**src/core/jtp_pkg.sv**
```systemverilog
// package for the test access port block: instruction codes, field layouts, timing
// assumes a single 125 MHz system clock; jtag pins arrive asynchronously
package jtp_pkg;
   // instruction register and data register widths
   localparam int IR_W = 4;
   localparam int DR_W = 32;
   // instruction codes (arbitrary; bypass is all ones as usual)
   localparam logic [3:0] INS_EXTEST   = 4'h0;
   localparam logic [3:0] INS_SAMPLE   = 4'h1;
   localparam logic [3:0] INS_DEVICE_IDENTIFICATION_WORD   = 4'h2;
   localparam logic [3:0] INS_USERCODE = 4'h3;
   localparam logic [3:0] INS_CHIPTAP  = 4'h4;
   localparam logic [3:0] INS_BYPASS   = 4'hf;
   localparam logic [3:0] IR_CAPTURE   = 4'h1;
   // identification word fields; values are arbitrary
   localparam logic [3:0]  ID_VERSION  = 4'h0;
   localparam logic [15:0] ID_PART     = 16'h0001;
   localparam logic [10:0] ID_MAKER    = 11'h001;
   // user code layout: user tag at [31:22], revision at [7:0]
   localparam int UC_TAG_LSB = 22;
   localparam int UC_TAG_W   = 10;
   localparam int UC_REV_W   = 8;
   localparam logic [7:0] SILICON_REV = 8'h01; // arbitrary value
   // security register bit positions
   localparam int SEC_JTAG_OFF = 0;
   localparam int SEC_TAG_LSB  = 22;
   // system clock timing
   localparam int CLK_MHZ = 125;
   localparam int CLK_PS  = 8000;

   // tap controller states
   typedef enum logic [3:0] {
      S_RESET = 4'h0, S_IDLE = 4'h1, S_SEL_DR = 4'h2, S_CAP_DR = 4'h3,
      S_SH_DR = 4'h4, S_EX1_DR = 4'h5, S_PA_DR = 4'h6, S_EX2_DR = 4'h7,
      S_UP_DR = 4'h8, S_SEL_IR = 4'h9, S_CAP_IR = 4'ha, S_SH_IR = 4'hb,
      S_EX1_IR = 4'hc, S_PA_IR = 4'hd, S_EX2_IR = 4'he, S_UP_IR = 4'hf
   } jtp_state_t;

   // boot sequencer states
   typedef enum logic [1:0] {
      B_HOLD = 2'h0, B_LOCK = 2'h1, B_RUN = 2'h2
   } jtp_boot_t;

   // synchronised jtag pin bundle
   typedef struct packed {
      logic tck;
      logic tms;
      logic tdi;
      logic trst_n;
   } jtp_pins_t;
endpackage : jtp_pkg

```
**src/core/jtp_tap.sv**
```systemverilog
// test access port with identification, user code and chip-level tap pass-through
// assumes clk_i much faster than the test clock; all jtag pins are asynchronous
`timescale 1ns/1ps
module jtp_tap
   import jtp_pkg::*;
(
   input  wire logic              clk_i,        // system clock, 125 MHz
   input  wire logic              nrst_i,       // synchronous reset, active low
   input  wire logic              rst_pin_n_i,  // global reset pin, active low
   input  wire logic              pll_lock_i,   // pll lock indication
   input  wire logic [31:0]       sec_reg_i,    // security register loaded from fuses
   input  wire logic              tck_i,        // test clock pin
   input  wire logic              tms_i,        // test mode select pin
   input  wire logic              tdi_i,        // test data in pin
   input  wire logic              trst_n_i,     // test reset pin, active low
   output logic                   tdo_o,        // test data out
   output logic                   tdo_oe_o,     // test data out enable
   input  wire logic              chip_tdo_i,   // serial out of chip-level tap
   output logic                   chip_tck_o,   // test clock edge strobe to chip tap
   output logic                   chip_tms_o,   // mode select to chip tap
   output logic                   chip_tdi_o,   // data into chip tap
   output logic                   chip_sel_o,   // chip tap selected
   output logic [DR_W-1:0]        bscan_o,      // boundary update value
   output logic                   boot_go_o     // boot sequence may start
);
   import jtp_pkg::*;

   // two-stage synchronisers; stage one is read only by stage two
   jtp_pins_t  s1_r, s2_r;
   logic       tck_d_r;                          // previous synced tck, for edge find
   logic       rst1_r, rst2_r;                   // global reset synchroniser
   logic       trst_any;                         // combined tap reset
   logic       rise, fall;                       // test clock edges

   always_ff @(posedge clk_i) begin
      if (!nrst_i) begin
         s1_r    <= '0;
         s2_r    <= '0;
         tck_d_r <= 1'b0;
      end else begin
         s1_r    <= '{tck: tck_i, tms: tms_i, tdi: tdi_i, trst_n: trst_n_i};
         s2_r    <= s1_r;
         tck_d_r <= s2_r.tck;
      end
   end

   // reset pin: asynchronous assert, synchronous release
   always_ff @(posedge clk_i or negedge rst_pin_n_i) begin
      if (!rst_pin_n_i) begin
         rst1_r <= 1'b0;
         rst2_r <= 1'b0;
      end else begin
         rst1_r <= 1'b1;
         rst2_r <= rst1_r;
      end
   end

   assign rise = s2_r.tck & ~tck_d_r;
   assign fall = ~s2_r.tck & tck_d_r;
   // test reset pin tied low holds the whole port in reset; so does the fuse lock
   assign trst_any = ~s2_r.trst_n | sec_reg_i[SEC_JTAG_OFF] | ~rst2_r;

   // tap controller state
   jtp_state_t st_r, st_nxt;
   logic [IR_W-1:0] ir_sh_r, ir_sh_nxt, ir_r, ir_nxt;
   logic [DR_W-1:0] dr_r, dr_nxt, bs_r, bs_nxt;
   logic            tdo_r, tdo_nxt, oe_r, oe_nxt;
   logic [DR_W-1:0] id_word, uc_word;

   // identification word: version, part, maker, bit 0 fixed one
   assign id_word = {ID_VERSION, ID_PART, ID_MAKER, 1'b1};
   // user word: tag from the security register, zero gap, revision low
   assign uc_word = {sec_reg_i[SEC_TAG_LSB +: UC_TAG_W],
                     {(UC_TAG_LSB-UC_REV_W){1'b0}}, SILICON_REV};

   // next state of the controller on each rising test clock edge
   always_comb begin
      st_nxt = st_r;
      if (rise) begin
         case (st_r)
            S_RESET:  st_nxt = s2_r.tms ? S_RESET  : S_IDLE;
            S_IDLE:   st_nxt = s2_r.tms ? S_SEL_DR : S_IDLE;
            S_SEL_DR: st_nxt = s2_r.tms ? S_SEL_IR : S_CAP_DR;
            S_CAP_DR: st_nxt = s2_r.tms ? S_EX1_DR : S_SH_DR;
            S_SH_DR:  st_nxt = s2_r.tms ? S_EX1_DR : S_SH_DR;
            S_EX1_DR: st_nxt = s2_r.tms ? S_UP_DR  : S_PA_DR;
            S_PA_DR:  st_nxt = s2_r.tms ? S_EX2_DR : S_PA_DR;
            S_EX2_DR: st_nxt = s2_r.tms ? S_UP_DR  : S_SH_DR;
            S_UP_DR:  st_nxt = s2_r.tms ? S_SEL_DR : S_IDLE;
            S_SEL_IR: st_nxt = s2_r.tms ? S_RESET  : S_CAP_IR;
            S_CAP_IR: st_nxt = s2_r.tms ? S_EX1_IR : S_SH_IR;
            S_SH_IR:  st_nxt = s2_r.tms ? S_EX1_IR : S_SH_IR;
            S_EX1_IR: st_nxt = s2_r.tms ? S_UP_IR  : S_PA_IR;
            S_PA_IR:  st_nxt = s2_r.tms ? S_EX2_IR : S_PA_IR;
            S_EX2_IR: st_nxt = s2_r.tms ? S_UP_IR  : S_SH_IR;
            S_UP_IR:  st_nxt = s2_r.tms ? S_SEL_DR : S_IDLE;
            default:  st_nxt = S_RESET;
         endcase
      end
   end

   // instruction and data registers; capture/shift on rising, tdo on falling
   always_comb begin
      ir_sh_nxt = ir_sh_r;
      ir_nxt    = ir_r;
      dr_nxt    = dr_r;
      bs_nxt    = bs_r;
      tdo_nxt   = tdo_r;
      oe_nxt    = oe_r;
      // test-logic-reset reloads the identification instruction on every clock
      if (st_r == S_RESET)
         ir_nxt = INS_DEVICE_IDENTIFICATION_WORD;
      if (rise) begin
         case (st_r)
            S_CAP_IR: ir_sh_nxt = IR_CAPTURE;
            S_SH_IR:  ir_sh_nxt = {s2_r.tdi, ir_sh_r[IR_W-1:1]};
            S_UP_IR:  ir_nxt = ir_sh_r;
            S_CAP_DR: begin
               case (ir_r)
                  INS_DEVICE_IDENTIFICATION_WORD:   dr_nxt = id_word;
                  INS_USERCODE: dr_nxt = uc_word;
                  INS_SAMPLE,
                  INS_EXTEST:   dr_nxt = bs_r;
                  default:      dr_nxt = '0;
               endcase
            end
            S_SH_DR: begin
               if (ir_r == INS_BYPASS)
                  dr_nxt = {31'h0, s2_r.tdi};              // one-bit bypass
               else
                  dr_nxt = {s2_r.tdi, dr_r[DR_W-1:1]};
            end
            S_UP_DR: begin
               if (ir_r == INS_EXTEST || ir_r == INS_SAMPLE)
                  bs_nxt = dr_r;
            end
            default: ;
         endcase
      end
      if (fall) begin
         // output changes on the falling test clock edge only
         oe_nxt = (st_r == S_SH_DR) || (st_r == S_SH_IR);
         if (st_r == S_SH_IR)
            tdo_nxt = ir_sh_r[0];
         else if (ir_r == INS_CHIPTAP)
            tdo_nxt = chip_tdo_i;
         else
            tdo_nxt = dr_r[0];
      end
   end

   // registers of the controller; tap reset state loads identification
   always_ff @(posedge clk_i) begin
      if (!nrst_i || trst_any) begin
         st_r    <= S_RESET;
         ir_sh_r <= '0;
         ir_r    <= INS_DEVICE_IDENTIFICATION_WORD;
         dr_r    <= '0;
         bs_r    <= '0;
         tdo_r   <= 1'b0;
         oe_r    <= 1'b0;
      end else begin
         st_r    <= st_nxt;
         ir_sh_r <= ir_sh_nxt;
         ir_r    <= ir_nxt;
         dr_r    <= dr_nxt;
         bs_r    <= bs_nxt;
         tdo_r   <= tdo_nxt;
         oe_r    <= oe_nxt;
      end
   end

   // chip-level tap sees the pins only while selected; tck forwarded as edge strobe
   assign chip_sel_o = (ir_r == INS_CHIPTAP) && !trst_any;
   assign chip_tck_o = chip_sel_o & rise;
   assign chip_tms_o = chip_sel_o & s2_r.tms;
   assign chip_tdi_o = chip_sel_o & s2_r.tdi;
   assign tdo_o      = tdo_r;
   assign tdo_oe_o   = oe_r;
   assign bscan_o    = bs_r;

   // boot sequencer: after reset release wait for pll lock, then run
   jtp_boot_t bt_r, bt_nxt;
   logic      lk1_r, lk2_r;                                 // lock synchroniser

   always_comb begin
      bt_nxt = bt_r;
      case (bt_r)
         B_HOLD:  bt_nxt = rst2_r ? B_LOCK : B_HOLD;
         B_LOCK:  bt_nxt = lk2_r ? B_RUN : B_LOCK;
         B_RUN:   bt_nxt = B_RUN;
         default: bt_nxt = B_HOLD;
      endcase
      if (!rst2_r)
         bt_nxt = B_HOLD;
   end

   always_ff @(posedge clk_i) begin
      if (!nrst_i) begin
         bt_r  <= B_HOLD;
         lk1_r <= 1'b0;
         lk2_r <= 1'b0;
      end else begin
         bt_r  <= bt_nxt;
         lk1_r <= pll_lock_i;
         lk2_r <= lk1_r;
      end
   end

   assign boot_go_o = (bt_r == B_RUN);
endmodule : jtp_tap

```
**config.mk**
```make
export PLATFORM = sky130hd
export DESIGN_NAME = jtp_tap
export DESIGN_NICKNAME = d
export VERILOG_FILES = /design/src/core/jtp_pkg.sv /design/src/core/jtp_tap.sv
export SDC_FILE = /design/constraint.sdc
export NUM_CORES = 1
export LEC_CHECK = 0
export BUFFER_PORTS_ARGS = -buffer_cell sky130_fd_sc_hd__buf_2
export CAP_MARGIN = 10
export CORE_MARGIN = 4
export CORE_UTILIZATION = 30
export CTS_BUF_LIST = sky130_fd_sc_hd__clkbuf_4 sky130_fd_sc_hd__clkbuf_8 sky130_fd_sc_hd__clkbuf_16
export DETAILED_ROUTE_END_ITERATION = 12
export GPL_TIMING_DRIVEN = 0
export SYNTH_ARGS = -nofsm -noshare
export SYNTH_HDL_FRONTEND = slang
export SYNTH_SLANG_ARGS = --single-unit
```
**constraint.sdc**
```tcl
create_clock -name clk_i -period 4.3 [get_ports clk_i]
set_clock_uncertainty 0.15 [all_clocks]
set_input_delay 0.43 -clock clk_i [delete_from_list [all_inputs] [get_ports clk_i]]
set_output_delay 0.43 -clock clk_i [all_outputs]
set_load 0.02 [all_outputs]
```
; After elaboration in Yosys (flattened, before gate mapping)
; Index checks and enable logic that the tools add are counted.
[totals]
regBits = 93
mem_count = 0
wordCells = 97
latch_bits = 0
out_inout_bits = 39
mem_bits_rw = 0
rom_bits = 0
[op_classes]
n_reduce_logical = 19
mux = 24
bitwise = 11
n_mul = 0
addsub = 0
div = 0
eq_ne = 22
order_cmp = 0
n_shift = 0
[op_table]
columns = op, count
row1 = case mux 32 bit (3 select lines), 1
row2 = case mux 32 bit (2 select lines), 1
row3 = case mux 4 bit (12 select lines), 1
row4 = "== test 4 bit, second input constant", 9
row5 = 2-to-1 mux 32 bit, 1
row6 = 2-to-1 mux 4 bit, 7
row7 = "== test 4 x 3 -> 1 bit, second input constant", 5
row8 = "== test 4 x 2 -> 1 bit, second input constant", 4
row9 = "== test 4 x 1 -> 1 bit, second input constant", 2
row10 = logical NOT 4 bit, 2
row11 = 2-to-1 mux 2 bit, 4
row12 = case mux 4 bit (2 select lines), 1
row13 = 2-to-1 mux 3 bit, 2
row14 = case mux 2 bit (3 select lines), 1
row15 = AND reduction 2 bit, 3
row16 = OR reduction 2 bit, 3
row17 = AND 1 bit, 5
row18 = 2-to-1 mux 1 bit, 5
row19 = NOT 1 bit, 4
row20 = nonzero test 2 bit, 2
row21 = logical OR 1 bit, 3
row22 = AND reduction 3 bit, 1
row23 = OR reduction 3 bit, 1
row24 = "== test 2 x 1 -> 1 bit, second input constant", 1
row25 = 5 further kinds, 7

; Logic depth before layout (Yosys ltp)
[logic_depth]
ltp_word = 6
depth_mapped = 7

; Least setup slack after synthesis
; OpenSTA, ideal clock, no wires.
[synth_path]
kind = register to output
startpoint = register ir_r[1]
endpoint = output port chip_tck_o
arrival_ns = 1.467
path_buffers = 1
path_stages_with_launch = 5
required_time_ns = 3.720
slack_ns = 2.253
path_cell_list = dfxtp_1 buf_2 nor4b_1 and3_1 and2_1
[synth_between]
elab_chain_len = 3
[synth_lines]
columns = item, line_no
row1 = from (decl), jtp_tap.sv:65  ; logic [IR_W-1:0] ir_sh_r, ir_sh_nxt, ir_r, ir_nxt;
row2 = from (signal assigned), jtp_tap.sv:165  ; ir_r <= ir_nxt;
row3 = == test 4 x 3 -> 1 bit, jtp_tap.sv:174  ; assign chip_sel_o = (ir_r == INS_CHIPTAP) && !trst_any;
row4 = logical AND 1 bit, jtp_tap.sv:174
row5 = net chip_sel_o, jtp_tap.sv:22  ; output logic chip_sel_o,
row6 = AND 1 bit, jtp_tap.sv:175  ; assign chip_tck_o = chip_sel_o & rise;
row7 = to (decl), jtp_tap.sv:19  ; output logic chip_tck_o,
; The timed path passes the listed nets, and every way through them passes these cells.

; Worst setup path after layout
[layout_path]
startpoint = register ir_r[1]
endpoint = output port chip_tms_o
[layout_between]
elab_chain_len = 3
[layout_lines]
columns = item, line_no
row1 = == test 4 x 3 -> 1 bit, jtp_tap.sv:174
row2 = logical AND 1 bit, jtp_tap.sv:174
row3 = AND 1 bit, jtp_tap.sv:176  ; assign chip_tms_o = chip_sel_o & s2_r.tms;
row4 = to (decl), jtp_tap.sv:20  ; output logic chip_tms_o,
; Every way passes these cells.

==> impl_metrics.csv <==
group,metric,value,unit
global_routing,overflow,0,
cells_and_area,post-route-cell-area,5132,µm²
sta,hold_violations,0,
synth,yosysTopAreaCell,"dfxtp_1",
sta,period_minus_slack,2.589,ns
power_and_ir_drop,power_density,324.5,nW/µm²
cts,worstSkewPairLatency,0.34,ns
synth,async_flop_share,2.151,%
worst_setup_path,endpoint_kind,"output pin",
sta,tns,0,ns
cts,cts_tree,"yes",
detailed_routing,wirelength,10.50,mm
detailed_routing,drc_errors,0,
detailed_routing,ant_nets,0,
sta,setup_viol,0,
synth,synth_edf_count,0,
worst_setup_path,path_class,"reg -> out",
synth,synth_area_leaders,"dfxtp_1 (42%), a221oi_2 (10%), nor3_2 (6.5%), nand2_1 (6.4%), a21oi_1 (4.6%)",
global_routing,antenna_found_initial,0,
worst_setup_path,path_max_fanout,9,
global_routing,grt_max_degree,15,
sta,slew_headroom,52.61,%
detailed_routing,vias,3493,
min_path,hold_path_class,"in -> reg",
cts,cts_buffers,9,
detailed_routing,dr.pass1.iters,4,
placed_design,placed_cell_area,4825,µm²
sta,min_period_over_period,60.20,%
worst_setup_path,crit_path_cell_trace,"buf_2 -> nor4b_1 -> and3_1 -> and2_1 -> buf_2",
floorplan,io_pins,80,
worst_setup_path,cp_num_buf_inv,2,
synth,syn_avg_cell_area,9.267,µm²
power_and_ir_drop,vdd.ir_drop.worst,0.2922,mV
run_status,outcome,"completed",
cts,path_clk_slew,0.06,ns
worst_setup_path,cp_common_cell,"buf_2",
synth,yosysUniqueCellTypes,51,
floorplan,die_y,127.9,µm
sta,drv_slew,0,
worst_setup_path,critPathLaunchType,"flip-flop",
cts,cts_root_buffer,"clkbuf_16",
floorplan,start_util,30.81,%
worst_setup_path,path_delay_family,"simple AND/OR/NAND/NOR gates",
synth,synth-seq-cells,93,
detailed_routing,drt_iter0_markers,177,
cts,clock_path_buffers,2,
synth,synth_common_cells,"dfxtp_1 (91), nand2_1 (73), nor2_1 (47), a21oi_1 (40), a221oi_2 (30)",
placed_design,place_congestion,0.8093,
synth,mappedNetlistArea,4309,µm²
worst_setup_path,crit_slowest_cell,"nor4b_1",
floorplan,die_w,127.9,µm
floorplan,die-area,16350,µm²
cts,cts_sinks,93,
synth,ys.flop_type,"dfxtp_1",
sta,clock.fmax,386.3,MHz
cells_and_area,layout-drive-gt1-share,30.74,%
synth,syn_inst,465,
synth,ys.warnings.count,0,
synth,synth_fp_nets,506,
worst_setup_path,cp_slowest_stage_delay,0.59,ns
cts,cts_max_level,3,
cts,post_cts_resize_count,0,
sta,rsz0062_at_grt,"false",
floorplan,core,13990,µm²
cts,holdBufCountCts,1,
detailed_routing,avgViaCountPerCell,4.851,
cells_and_area,antenna_cells,0,
global_routing,grt_pass1_wl,17.55,mm
cells_and_area,syn_to_final_growth,19.11,%
placed_design,numPortBuffers,58,
detailed_routing,wl_per_cell,14.59,µm
global_routing,grt_pass1_vias,3429,
cts,cts_setup_buffers,0,
power_and_ir_drop,p_leak,1.878,nW
worst_setup_path,arrival,2.01,ns
placed_design,place_hpwl,7.582,mm
cells_and_area,nets,576,
global_routing,track_usage,13.15,%
synth,synth_most_common_cell,"dfxtp_1",
sta,tightest_slew,0.7109,ns
job,maxCapViolations,0,
synth,synth_top_area_share,42.28,%
floorplan,num_rows,43,
synth,yosysSeqAreaShare,43.44,%
worst_setup_path,required,3.72,ns
[final cells by class]
class	instances	area, µm²
Clock buffer	14	281.5
Clock inverter	2	16.27
Sequential cell	93	1872
Buffer	40	235.2
Timing Repair Buffer	59	300.3
Inverter	13	48.80
Fill cell	1410	8856
Multi-Input combinational cell	319	2153
Tap cell	180	225.2
[report_power, final]
part	internal [mW]	switching (mW)	total, mW
Combinational	0.0129	0.0146	0.0274
Clock	0.453	0.314	0.768
Sequential	0.868	0.00259	0.870
[worst register-to-register path: stages (launching register included)]
cell and delay (ns):
dfxtp_1 0.30, nor2b_1 0.13, nand3_1 0.25, buf_1 0.52, clkbuf_1 0.47, a21oi_1 0.07
[layout by cell type (no fill, tap or decap), types with 3 or more instances in the layout]
cell       instances
nor2b_1            5
clkbuf_8           3
nor3_2            28
a22oi_1            5
clkbuf_16          9
buf_2             66
nand3_1            5
nor3b_1            3
a21oi_1           40
inv_1             13
clkbuf_1          17
buf_1              3
nor2_1            47
buf_6              8
nand2_1           73
dfxtp_1           91
nand2b_1           4
and3_1             4
a221oi_2          30
or2_2              4
nor3_1             6
a211oi_1           5
buf_4              4
o21ai_0            4
o2bb2ai_1         10
and2_1            14
[worst paths after layout]
check	start	end	slack [ns]	cells past startpoint
max in group asynchronous	rst_pin_n_i	rst2_r	3.64	2
min reg2reg	rst1_r	rst2_r	0.21	0
max	ir_r[1]	chip_tms_o	1.71	5
max reg2reg	s2_r[0]	tdo_o	2.28	5
min	trst_n_i	s1_r[0]	0.15	2
min in group asynchronous	rst_pin_n_i	rst1_r	0.26	2
[through the flow]
stage          hold WS (ns)  setup WS [ns]  utilization [%]  power (mW)  cells
3_5_place_dp        0.06973          2.040            34.49      0.9168    703
2_1_floorplan      -0.01559          2.253                -      0.9029    465
6_report             0.1502          1.711            36.69       1.665    720
5_1_grt              0.1494          1.571            36.69       1.730    720
4_1_cts              0.1360          1.668            36.69       1.690    720
3_3_place_gp        0.06684          2.059            34.49      0.9159    703
[kinds of logic after synthesis]
| kind of cell | count (synthesis) | synth area share, % |
|---|---|---|
| buf+inv | 53 | 6.591 |
| simple gates | 206 | 26.45 |
| xor+xnor | 1 | 0.2033 |
| other cells | 1 | 0.08702 |
| flops | 93 | 43.44 |
| compound gates | 108 | 22.50 |
| mux | 3 | 0.7259 |
[flip-flops by register name (all words and copies together), names as in the netlist]
| name | cells |
|---|---|
| dr_r | 32 |
| bt_r | 2 |
| lk2_r | 1 |
| tdo_o | 1 |
| s2_r | 4 |
| s1_r | 4 |
| rst1_r | 1 |
| ir_sh_r | 4 |
| lk1_r | 1 |
| tdo_oe_o | 1 |
| tck_d_r | 1 |
| bscan_o | 32 |
| st_r | 4 |
| rst2_r | 1 |
| ir_r | 4 |
[metal layers]
metal | share of wire, % | global-route usage, %
met5 | 0 | 0
met4 | 1.4 | 4.120
met3 | 5.0 | 3.583
met2 | 47 | 21.16
met1 | 47 | 17.17
(Power assumes the default switching activity.)
